$ cat src/logic/orp_pkg.sv
package orp_pkg;
   // Register offsets (byte addresses on the configuration port)
   localparam logic [11:0] ORP_OFF_OVERRANGE_THRESHOLD   = 12'h211;
   localparam logic [11:0] ORP_OFF_OVERRANGE_OUTPUT_CONFIG  = 12'h213;
   localparam logic [11:0] ORP_OFF_INIT     = 12'h270;
   localparam logic [11:0] ORP_OFF_PWR_B    = 12'h29A;
   localparam logic [11:0] ORP_OFF_PWR_C    = 12'h29B;
   localparam logic [11:0] ORP_OFF_PWR_D    = 12'h29C;
   // Reset values
   localparam logic [7:0]  ORP_RST_OVERRANGE_THRESHOLD   = 8'hF2;
   localparam logic [7:0]  ORP_RST_OVERRANGE_OUTPUT_CONFIG  = 8'h07;
   localparam logic [7:0]  ORP_RST_PWR_B    = 8'h0F;
   localparam logic [7:0]  ORP_RST_PWR_C    = 8'h04;
   localparam logic [7:0]  ORP_RST_PWR_D    = 8'h1B;
   // Low-power codes
   localparam logic [7:0]  ORP_LP_PWR_B     = 8'h06;
   localparam logic [7:0]  ORP_LP_PWR_C     = 8'h00;
   localparam logic [7:0]  ORP_LP_PWR_D     = 8'h14;
   // Field positions in the over-range configuration and init registers
   localparam int          ORP_CFG_EN_BIT   = 3;
   localparam int          ORP_CFG_EXP_MSB  = 2;
   localparam int          ORP_CFG_USED_MSB = 3;
   localparam int          ORP_INIT_DONE_BIT = 0;
   // Base hold length in sampling cycles, scaled by 2^exponent
   localparam int          ORP_HOLD_BASE    = 4;
   // Cycles of internal initialization after reset
   localparam int          ORP_INIT_CYCLES  = 16;

   // One register access from the configuration port
   typedef struct packed {
      logic        wr;
      logic        rd;
      logic [11:0] addr;
      logic [7:0]  wdata;
   } orp_req_t;

   // Power-mode code summary
   typedef struct packed {
      logic [7:0] code_b;
      logic [7:0] code_c;
      logic [7:0] code_d;
   } orp_pwr_t;
endpackage

$ cat src/logic/orp_regs.sv
`timescale 1ns/1ns
module orp_regs #(
   parameter int SW = 12,
   parameter int NCH = 4
) (
   // Clock and reset
   input  wire logic            clk,
   input  wire logic            nrst,
   // Register access from the configuration port
   input  orp_pkg::orp_req_t    req,
   output logic [7:0]           rdata,
   output logic                 rvalid,
   // Threshold from its own register outside this block
   input  wire logic [7:0]      overrange_threshold,
   // State of neighbouring enables
   input  wire logic            cal_enable,
   input  wire logic            serial_link_enable,
   // Samples per channel
   input  wire logic [NCH*SW-1:0] samples,
   // Over-range indicators
   output logic [NCH-1:0]       overrange_out,
   // Power configuration
   output orp_pkg::orp_pwr_t    power_codes,
   output logic                 low_power_active,
   output logic                 power_change_unsafe
);
   import orp_pkg::*;

   // --------------------------------------------------------------
   // Configuration registers
   // --------------------------------------------------------------
   logic [7:0] overrange_output_config;
   logic [7:0] power_code_b;
   logic [7:0] power_code_c;
   logic [7:0] power_code_d;
   logic       init_done;
   logic [4:0] init_count;
   logic       wr_pwr;

   // A power-code write is flagged on the raw strobe, before the
   // init gate: a host that writes early while the link or the
   // calibration runs has still broken the sequence and must know.
   // The flag never clears by itself; only a reset takes it away.
   assign wr_pwr = req.wr && (req.addr == ORP_OFF_PWR_B ||
                              req.addr == ORP_OFF_PWR_C ||
                              req.addr == ORP_OFF_PWR_D);

   // Writable registers; upper bits kept as written (software keeps 0)
   always_ff @(posedge clk or negedge nrst) begin
      if (!nrst) begin
         overrange_output_config <= ORP_RST_OVERRANGE_OUTPUT_CONFIG;
         power_code_b <= ORP_RST_PWR_B;
         power_code_c <= ORP_RST_PWR_C;
         power_code_d <= ORP_RST_PWR_D;
      end else if (req.wr && init_done) begin
         // Writes before init done are ignored, protecting the sequence
         unique case (req.addr)
            ORP_OFF_OVERRANGE_OUTPUT_CONFIG: overrange_output_config <= req.wdata;
            ORP_OFF_PWR_B: power_code_b <= req.wdata;
            ORP_OFF_PWR_C: power_code_c <= req.wdata;
            ORP_OFF_PWR_D: power_code_d <= req.wdata;
            default: ;
         endcase
      end
   end

   // --------------------------------------------------------------
   // Initialization sequencer
   // --------------------------------------------------------------
   // The count stands in for the internal start-up work. It stops
   // once done is set, so the counter draws no toggling power while
   // the converter runs. Reads are served during the count, so the
   // host can poll the status bit from the first cycle after reset.
   // init done after count
   always_ff @(posedge clk or negedge nrst) begin
      if (!nrst) begin
         init_count <= '0;
         init_done  <= 1'b0;
      end else if (!init_done) begin
         init_count <= init_count + 5'd1;
         init_done  <= (init_count == 5'(ORP_INIT_CYCLES - 1));
      end
   end

   // --------------------------------------------------------------
   // Read path
   // --------------------------------------------------------------
   // Read data is registered and held until the next read, so a
   // slow host may pick it up late. Unmapped addresses return zero
   // rather than stale data, which keeps a bad address visible.
   always_ff @(posedge clk or negedge nrst) begin
      if (!nrst) begin
         rdata  <= 8'h00;
         rvalid <= 1'b0;
      end else begin
         rvalid <= req.rd;
         if (req.rd) begin
            unique case (req.addr)
               ORP_OFF_OVERRANGE_OUTPUT_CONFIG: rdata <= overrange_output_config;
               ORP_OFF_INIT:    rdata <= {7'h00, init_done};
               ORP_OFF_PWR_B:   rdata <= power_code_b;
               ORP_OFF_PWR_C:   rdata <= power_code_c;
               ORP_OFF_PWR_D:   rdata <= power_code_d;
               default:         rdata <= 8'h00;
            endcase
         end
      end
   end

   // --------------------------------------------------------------
   // Power mode outputs
   // --------------------------------------------------------------
   // The codes leave through flip-flops so that the analog side sees
   // one clean change per write. Low power is reported only when all
   // three codes agree; a mixed set counts as high performance, the
   // safer choice for a converter running above the low-power rate.
   // low-power decode: all three must agree
   always_ff @(posedge clk or negedge nrst) begin
      if (!nrst) begin
         power_codes         <= {ORP_RST_PWR_B, ORP_RST_PWR_C,
                                 ORP_RST_PWR_D};
         low_power_active    <= 1'b0;
         power_change_unsafe <= 1'b0;
      end else begin
         power_codes <= {power_code_b, power_code_c, power_code_d};
         low_power_active <= power_code_b == ORP_LP_PWR_B &&
                             power_code_c == ORP_LP_PWR_C &&
                             power_code_d == ORP_LP_PWR_D;
         // flag unsafe change, sticky until reset
         if (wr_pwr && (cal_enable || serial_link_enable)) begin
            power_change_unsafe <= 1'b1;
         end
      end
   end

   // --------------------------------------------------------------
   // Over-range channels
   // --------------------------------------------------------------
   // All channels share one threshold, one exponent and one enable.
   // The counter is ten bits wide, enough for the longest hold of
   // 512 sampling cycles at the top exponent. A change of exponent
   // takes effect at the next hit; a hold already running keeps its
   // length, so an exponent write never cuts an indication short.
   // Clearing the enable drops the indicators at the next edge while
   // the counters run on, so re-enabling may show a stale tail.
   genvar g;
   generate
      for (g = 0; g < NCH; g++) begin : gen_ch
         orp_stretch #(.SW(SW), .CW(10)) u_ch (
            .clk       (clk),
            .nrst      (nrst),
            .sample    (samples[g*SW +: SW]),
            .threshold (overrange_threshold),
            .exponent  (overrange_output_config[ORP_CFG_EXP_MSB:0]),
            .enable    (overrange_output_config[ORP_CFG_EN_BIT]),
            .flag      (overrange_out[g])
         );
      end
   endgenerate
endmodule

$ cat src/logic/orp_stretch.sv
`timescale 1ns/1ns
// One channel of over-range detection with pulse extension
module orp_stretch #(
   parameter int SW = 12,
   parameter int CW = 10
) (
   // Clock and reset
   input  wire logic          clk,
   input  wire logic          nrst,
   // Sample and settings
   input  wire logic [SW-1:0] sample,
   input  wire logic [7:0]    threshold,
   input  wire logic [2:0]    exponent,
   input  wire logic          enable,
   // Indicator
   output logic               flag
);
   import orp_pkg::*;

   logic [SW-1:0] mag;
   logic          hit;
   logic [CW-1:0] hold_len;
   logic [CW-1:0] count;

   // Magnitude of a signed sample; top 8 bits compare to threshold
   assign mag = sample[SW-1] ? SW'(-sample) : sample;
   assign hit = mag[SW-2 -: 8] >= threshold;
   assign hold_len = CW'(ORP_HOLD_BASE) << exponent;

   // Count down the hold; new hits restart it
   always_ff @(posedge clk or negedge nrst) begin
      if (!nrst) begin
         count <= '0;
      end else if (hit) begin
         count <= hold_len;
      end else if (count != '0) begin
         count <= count - CW'(1);
      end
   end

   always_ff @(posedge clk or negedge nrst) begin
      if (!nrst) begin
         flag <= 1'b0;
      end else begin
         flag <= enable && (hit || count > CW'(1));
      end
   end
endmodule

$ cat config.mk
export PLATFORM = sky130hd
export DESIGN_NAME = orp_regs
export DESIGN_NICKNAME = d
export VERILOG_FILES = /design/src/logic/orp_pkg.sv /design/src/logic/orp_regs.sv /design/src/logic/orp_stretch.sv
export SDC_FILE = /design/constraint.sdc
export NUM_CORES = 1
export LEC_CHECK = 0
export ABC_AREA = 1
export BUFFER_PORTS_ARGS = -buffer_cell sky130_fd_sc_hd__buf_2
export CAP_MARGIN = 20
export CORE_UTILIZATION = 62
export CTS_CLUSTER_DIAMETER = 80
export CTS_CLUSTER_SIZE = 8
export DETAILED_ROUTE_END_ITERATION = 7
export GPL_TIMING_DRIVEN = 0
export PLACE_DENSITY = 0.87
export SYNTH_ARGS = -nofsm -noshare
export SYNTH_HDL_FRONTEND = slang
export SYNTH_SLANG_ARGS = --single-unit
$ cat constraint.sdc
create_clock -name clk -period 3.3 [get_ports clk]
set_clock_uncertainty 0.2 [all_clocks]
set_input_delay 0.99 -clock clk [delete_from_list [all_inputs] [get_ports clk]]
set_output_delay 0.99 -clock clk [all_outputs]
set_load 0.05 [all_outputs]
* Word level (Yosys, flattened, before mapping) *
Index checks and enable logic that the tools add are counted.

cells by class
  add/sub/neg operators = 9
  magnitude comparators = 8
  eq/ne operators = 8
  shifts and indexed selects = 1
  mux-type cells = 14
  reductions and logical operators = 29

operators with widths
  kind                     count
  $mux W10                 8
  $eq A12 B10 Y1 const B   5
  $mux W11                 4
  $neg A11 Y11             4
  $gt A10 B1 Y1 const B    4
  $pmux W8 S5              1
  $reduce_bool A10 Y1      4
  $sub A10 B1 Y10 const B  4
  $ge A8 B8 Y1             4
  $shl A3 B3 Y10 const A   1
  $logic_and A1 B1 Y1      9
  $eq A8 B3 Y1 const B     1
  $eq A8 B5 Y1 const B     1
  $logic_not A8 Y1         1
  $reduce_and A2 Y1        4
  $reduce_bool A2 Y1       4
  $logic_or A1 B1 Y1       7
  $add A5 B1 Y5 const B    1
  $eq A5 B4 Y1 const B     1
  $mux W1                  1

word-level totals
  flip-flop bits (word level) = 117
  bits of input ports = 82
  output and inout bits = 39

* Longest topological paths before layout *
  depth in word-level cells = 5
  mapped depth = 16
  gate-level depth less buffers = 16

* Modules after synthesis *
A second synthesis with hierarchy kept.

second synthesis, totals
  cells, all modules = 1,014
  area, all modules = 7,842.5 µm²

modules (own cells, without submodules)
  module       times used  cells each  area each (µm²)  seq. area each (µm²)
  orp_stretch  4           176         1,179.9          275.3
  orp_regs     1           310         3,123.0          1,853.0

* Least setup slack after synthesis *
OpenSTA, ideal clock, no wires.

  path kind = input to register
  start point = in samples[2]
  end point = reg gen_ch[0].u_ch.flag
  arrival = 2.873 ns
  required time = 2.980 ns
  path slack = 0.108 ns
  stages = 15
  path buffers = 2
  path through = nor2_1 > nand3_1 > nor3_1 > a21oi_1 > xor2_1 > ha_1 > nand2_1 > inv_1 > nor2_1 > o21a_1 > buf_4 > nand2_1 > buf_4 > o21ai_0 > inv_1

on the way
  word-level cells in the longest chain between the ends = 5

RTL lines
  what                  line               text
  from (decl)           orp_regs.sv:19     input wire logic [NCH*SW-1:0] samples,
  $neg A11 Y11          orp_stretch.sv:26  assign mag = sample[SW-1] ? SW'(-sample) : sample;
  $mux W11              orp_stretch.sv:26
  $ge A8 B8 Y1          orp_stretch.sv:27  assign hit = mag[SW-2 -: 8] >= threshold;
  $logic_or A1 B1 Y1    orp_stretch.sv:45  flag <= enable && (hit || count > CW'(1));
  $logic_and A1 B1 Y1   orp_stretch.sv:45
  to (signal assigned)  orp_stretch.sv:45
  to (decl)             orp_stretch.sv:16  output logic flag

Every way passes these cells.
A chain may end at the register's enable or synchronous reset.

* Worst setup path after layout *
Ends and elaborated chain as after synthesis.

==> impl_metrics.ini <==
[clock_network]
path_clk_slew_ps = 60
cts_tree = built
cts_num_sinks = 117
htreeDepth = 4
cts_buffer_depth = 2
insertion_delay_ps = 420
cts_root_buffer = clkbuf_16
ctsHoldBuffers = 0
cts_buffers = 17

[sta]
finalMaxSlewViolations = 0
hold_viol = 0
fmax_mhz = 328
tightestPinTransition_ps = 676
setup_viol = 0
relSlewSlack_pct = 54.8
period_share_pct = 92.5
finalCriticalPeriod_ps = 3050

[finish]
design_area_um2 = 8870
syn_to_final_growth_pct = 20.3
final.fill_count = 782
final_common_cell = nand2_1
antenna_cells = 0
nNetsFinal = 1208
drive_gt1_share_pct = 22.6
final_cell_mix = 251 x nand2_1, 125 x buf_2, 121 x inv_1

[detailed_routing]
first_iter_violations = 768
wirelength_mm = 18.5
viasPerCell = 5.59
drc = 4
first_pass_iters = 8
ant_nets = 0
wire_per_inst_um = 14.9
route.vias.total = 6936

[worst_setup_path]
crit_type = input port to flip-flop
crit_path_max_fanout = 10
worstPathRequired_ps = 3400
worstSetupStartpointType = input port
cp-end-kind = flip-flop
cp_data_arrival_time_ps = 3150
rrSetupSlack_ps = 1340

[global_route]
grt_pass1_vias = 6761
use_met1_pct = 39.1
grt_util_met2_pct = 53.1
grt_pass1_wl_mm = 30.9
top_usage_layer = met2
grtUsageTotal_pct = 31.7
met3_usage_pct = 7.71
grt_max_degree = 71
antenna_found_initial = 0
grt_overflow = 0

[floorplanning]
die_area_um2 = 12300
ios = 121
start_util_pct = 64.1
rows = 39
fp.coreArea_um2 = 11500
dieHeight_um = 111
die-width_um = 111

[place]
post_dp_cell_area_um2 = 8190
hpwl_mm = 12.7
place.gp.congestion = 0.929
io_buffers = 120

[synth]
yosysSeqAreaShare_pct = 40.0
synthMuxAreaShare_pct = 0
yosysWarnings = 0
synth_top_family_by_area = simple AND/OR/NAND/NOR gates
avgSynthCellArea_um2 = 7.82
synth_cell_type_count = 40
synth_area_um2 = 7380
syn_nets = 1067
synth_compound_area_share_pct = 7.39
synth_simple_gate_area_share_pct = 30.3
synthXorXnorAreaFrac_pct = 6.89
ys_seq_elements = 117
synthCells = 943
synth-adder-area-share_pct = 7.12

[min_path]
hold_path.class = flip-flop to flip-flop

[job]
max_cap_violations = 0

[power_and_ir_drop]
power_w = 0.00529
ir_drop_v = 0.000387
power.density_nw_per_um2 = 596
leakage_nw = 4.84

[run_status]
violations = DRC
status = finished with violations
## cell families after synthesis
family | after synthesis
XOR/XNOR | 58
flip-flops | 117
adder cells (fa/ha/maj) | 42
AND/OR/NAND/NOR | 493
buffers and inverters | 145
AO/OA/AOI/OAI | 88
## power by group
part / internal (W) / switching, W / total, W
sequential: 0.00163 / 0.000178 / 0.00181
combinational: 0.000551 / 0.000891 / 0.00144
clock: 0.00134 / 0.000696 / 0.00204
## routing by layer
layer | vias up | wire length, µm
li1 | 3314 | -
met1 | 3230 | 7400
met2 | 309 | 9040
met3 | 83 | 1340
met4 | 0 | 680
met5 | - | 0
## flip-flops by register name (all words and copies together) (netlist names)
| register | cells |
|---|---|
| init_done | 1 |
| power_change_unsafe | 1 |
| rdata | 8 |
| power_code_c | 8 |
| power_codes | 24 |
| gen_ch.u_ch.count | 40 |
| overrange_output_config | 8 |
| low_power_active | 1 |
| power_code_d | 8 |
| power_code_b | 8 |
| init_count | 5 |
| rvalid | 1 |
| gen_ch.u_ch.flag | 4 |
## per-stage QoR
step | util [%] | setup slack [ps] | setup TNS (ps) | hold slack (ps) | cells
after floorplan | - | 108 | 0 | 167 | 943
after global placement | 70.8 | -329 | -36560 | 178 | 1206
after detailed placement | 71.1 | -350 | -9040 | 175 | 1207
after CTS | 76.8 | 59.7 | 0 | 185 | 1239
after global routing | 77.0 | -6.66 | -6.66 | 189 | 1240
final | 77.0 | 247 | 0 | 185 | 1240
## critical path: stages
cell and delay [ps]:
buf_2 90, nor2_1 120, nand3_1 170, nor3_2 220
a21oi_1 110, xor2_1 160, ha_1 290, nand2_1 70
inv_1 30, nor2_1 80, o21a_1 120, buf_4 150
nand2_1 110, buf_4 190, o21ai_0 170, inv_1 60
## worst paths after layout
check,from,to,cells past startpoint
setup / recovery,samples[2],gen_ch[0].u_ch.flag$_DFF_PN0_,16
hold / removal,power_code_d[0]$_DFFE_PN1P_,power_codes[0]$_DFF_PN1_,0
setup reg to reg,gen_ch[2].u_ch.count[0]$_DFFE_PN0P_,gen_ch[2].u_ch.count[5]$_DFFE_PN0P_,9
hold reg to reg,power_code_d[0]$_DFFE_PN1P_,power_codes[0]$_DFF_PN1_,0
max in group asynchronous,nrst,power_codes[4]$_DFF_PN1_,2
min in group asynchronous,nrst,gen_ch[0].u_ch.count[6]$_DFFE_PN0P_,1
## cells in the mapped netlist (all sizes together)
| master | instances | area [µm²] |
|---|---|---|
| dfrtp | 96 | 2400 |
| nand4 | 30 | 194 |
| dfstp | 21 | 552 |
| buf | 18 | 128 |
| clkinv | 1 | 5.00 |
| nand3 | 64 | 358 |
| nor2 | 108 | 477 |
| inv | 125 | 469 |
| nand2 | 261 | 1010 |
| or2 | 2 | 12.5 |
| o2111ai | 1 | 8.76 |
| clkbuf | 1 | 3.75 |
| nand3b | 8 | 60.1 |
| o21a | 3 | 22.5 |
| a21oi | 19 | 95.1 |
| o31ai | 2 | 15.0 |
| nor3 | 13 | 81.3 |
| o21bai | 4 | 30.0 |
| xor2 | 49 | 429 |
| nor4 | 6 | 37.5 |
| xnor2 | 9 | 78.8 |
| and2 | 1 | 6.26 |
| o21ai | 59 | 374 |
| ha | 42 | 526 |
## final cells by class
class	instances	area, µm²	share of cell area [%]
Tap cell	143	179	2.02
Inverter	126	474	5.35
Timing Repair Buffer	121	634	7.15
Clock inverter	15	228	2.57
Multi-Input combinational cell	682	3840	43.3
Buffer	19	131	1.48
Sequential cell	117	2950	33.3
Clock buffer	17	425	4.80
## timing repair
item                                   4_1_cts  5_1_grt
setup buffers                                0        0
setup endpoints to repair                    0       31
resized for setup                            0        8
endpoints found under the hold margin        0        0
No activity file was read; power rests on OpenSTA's default activity.
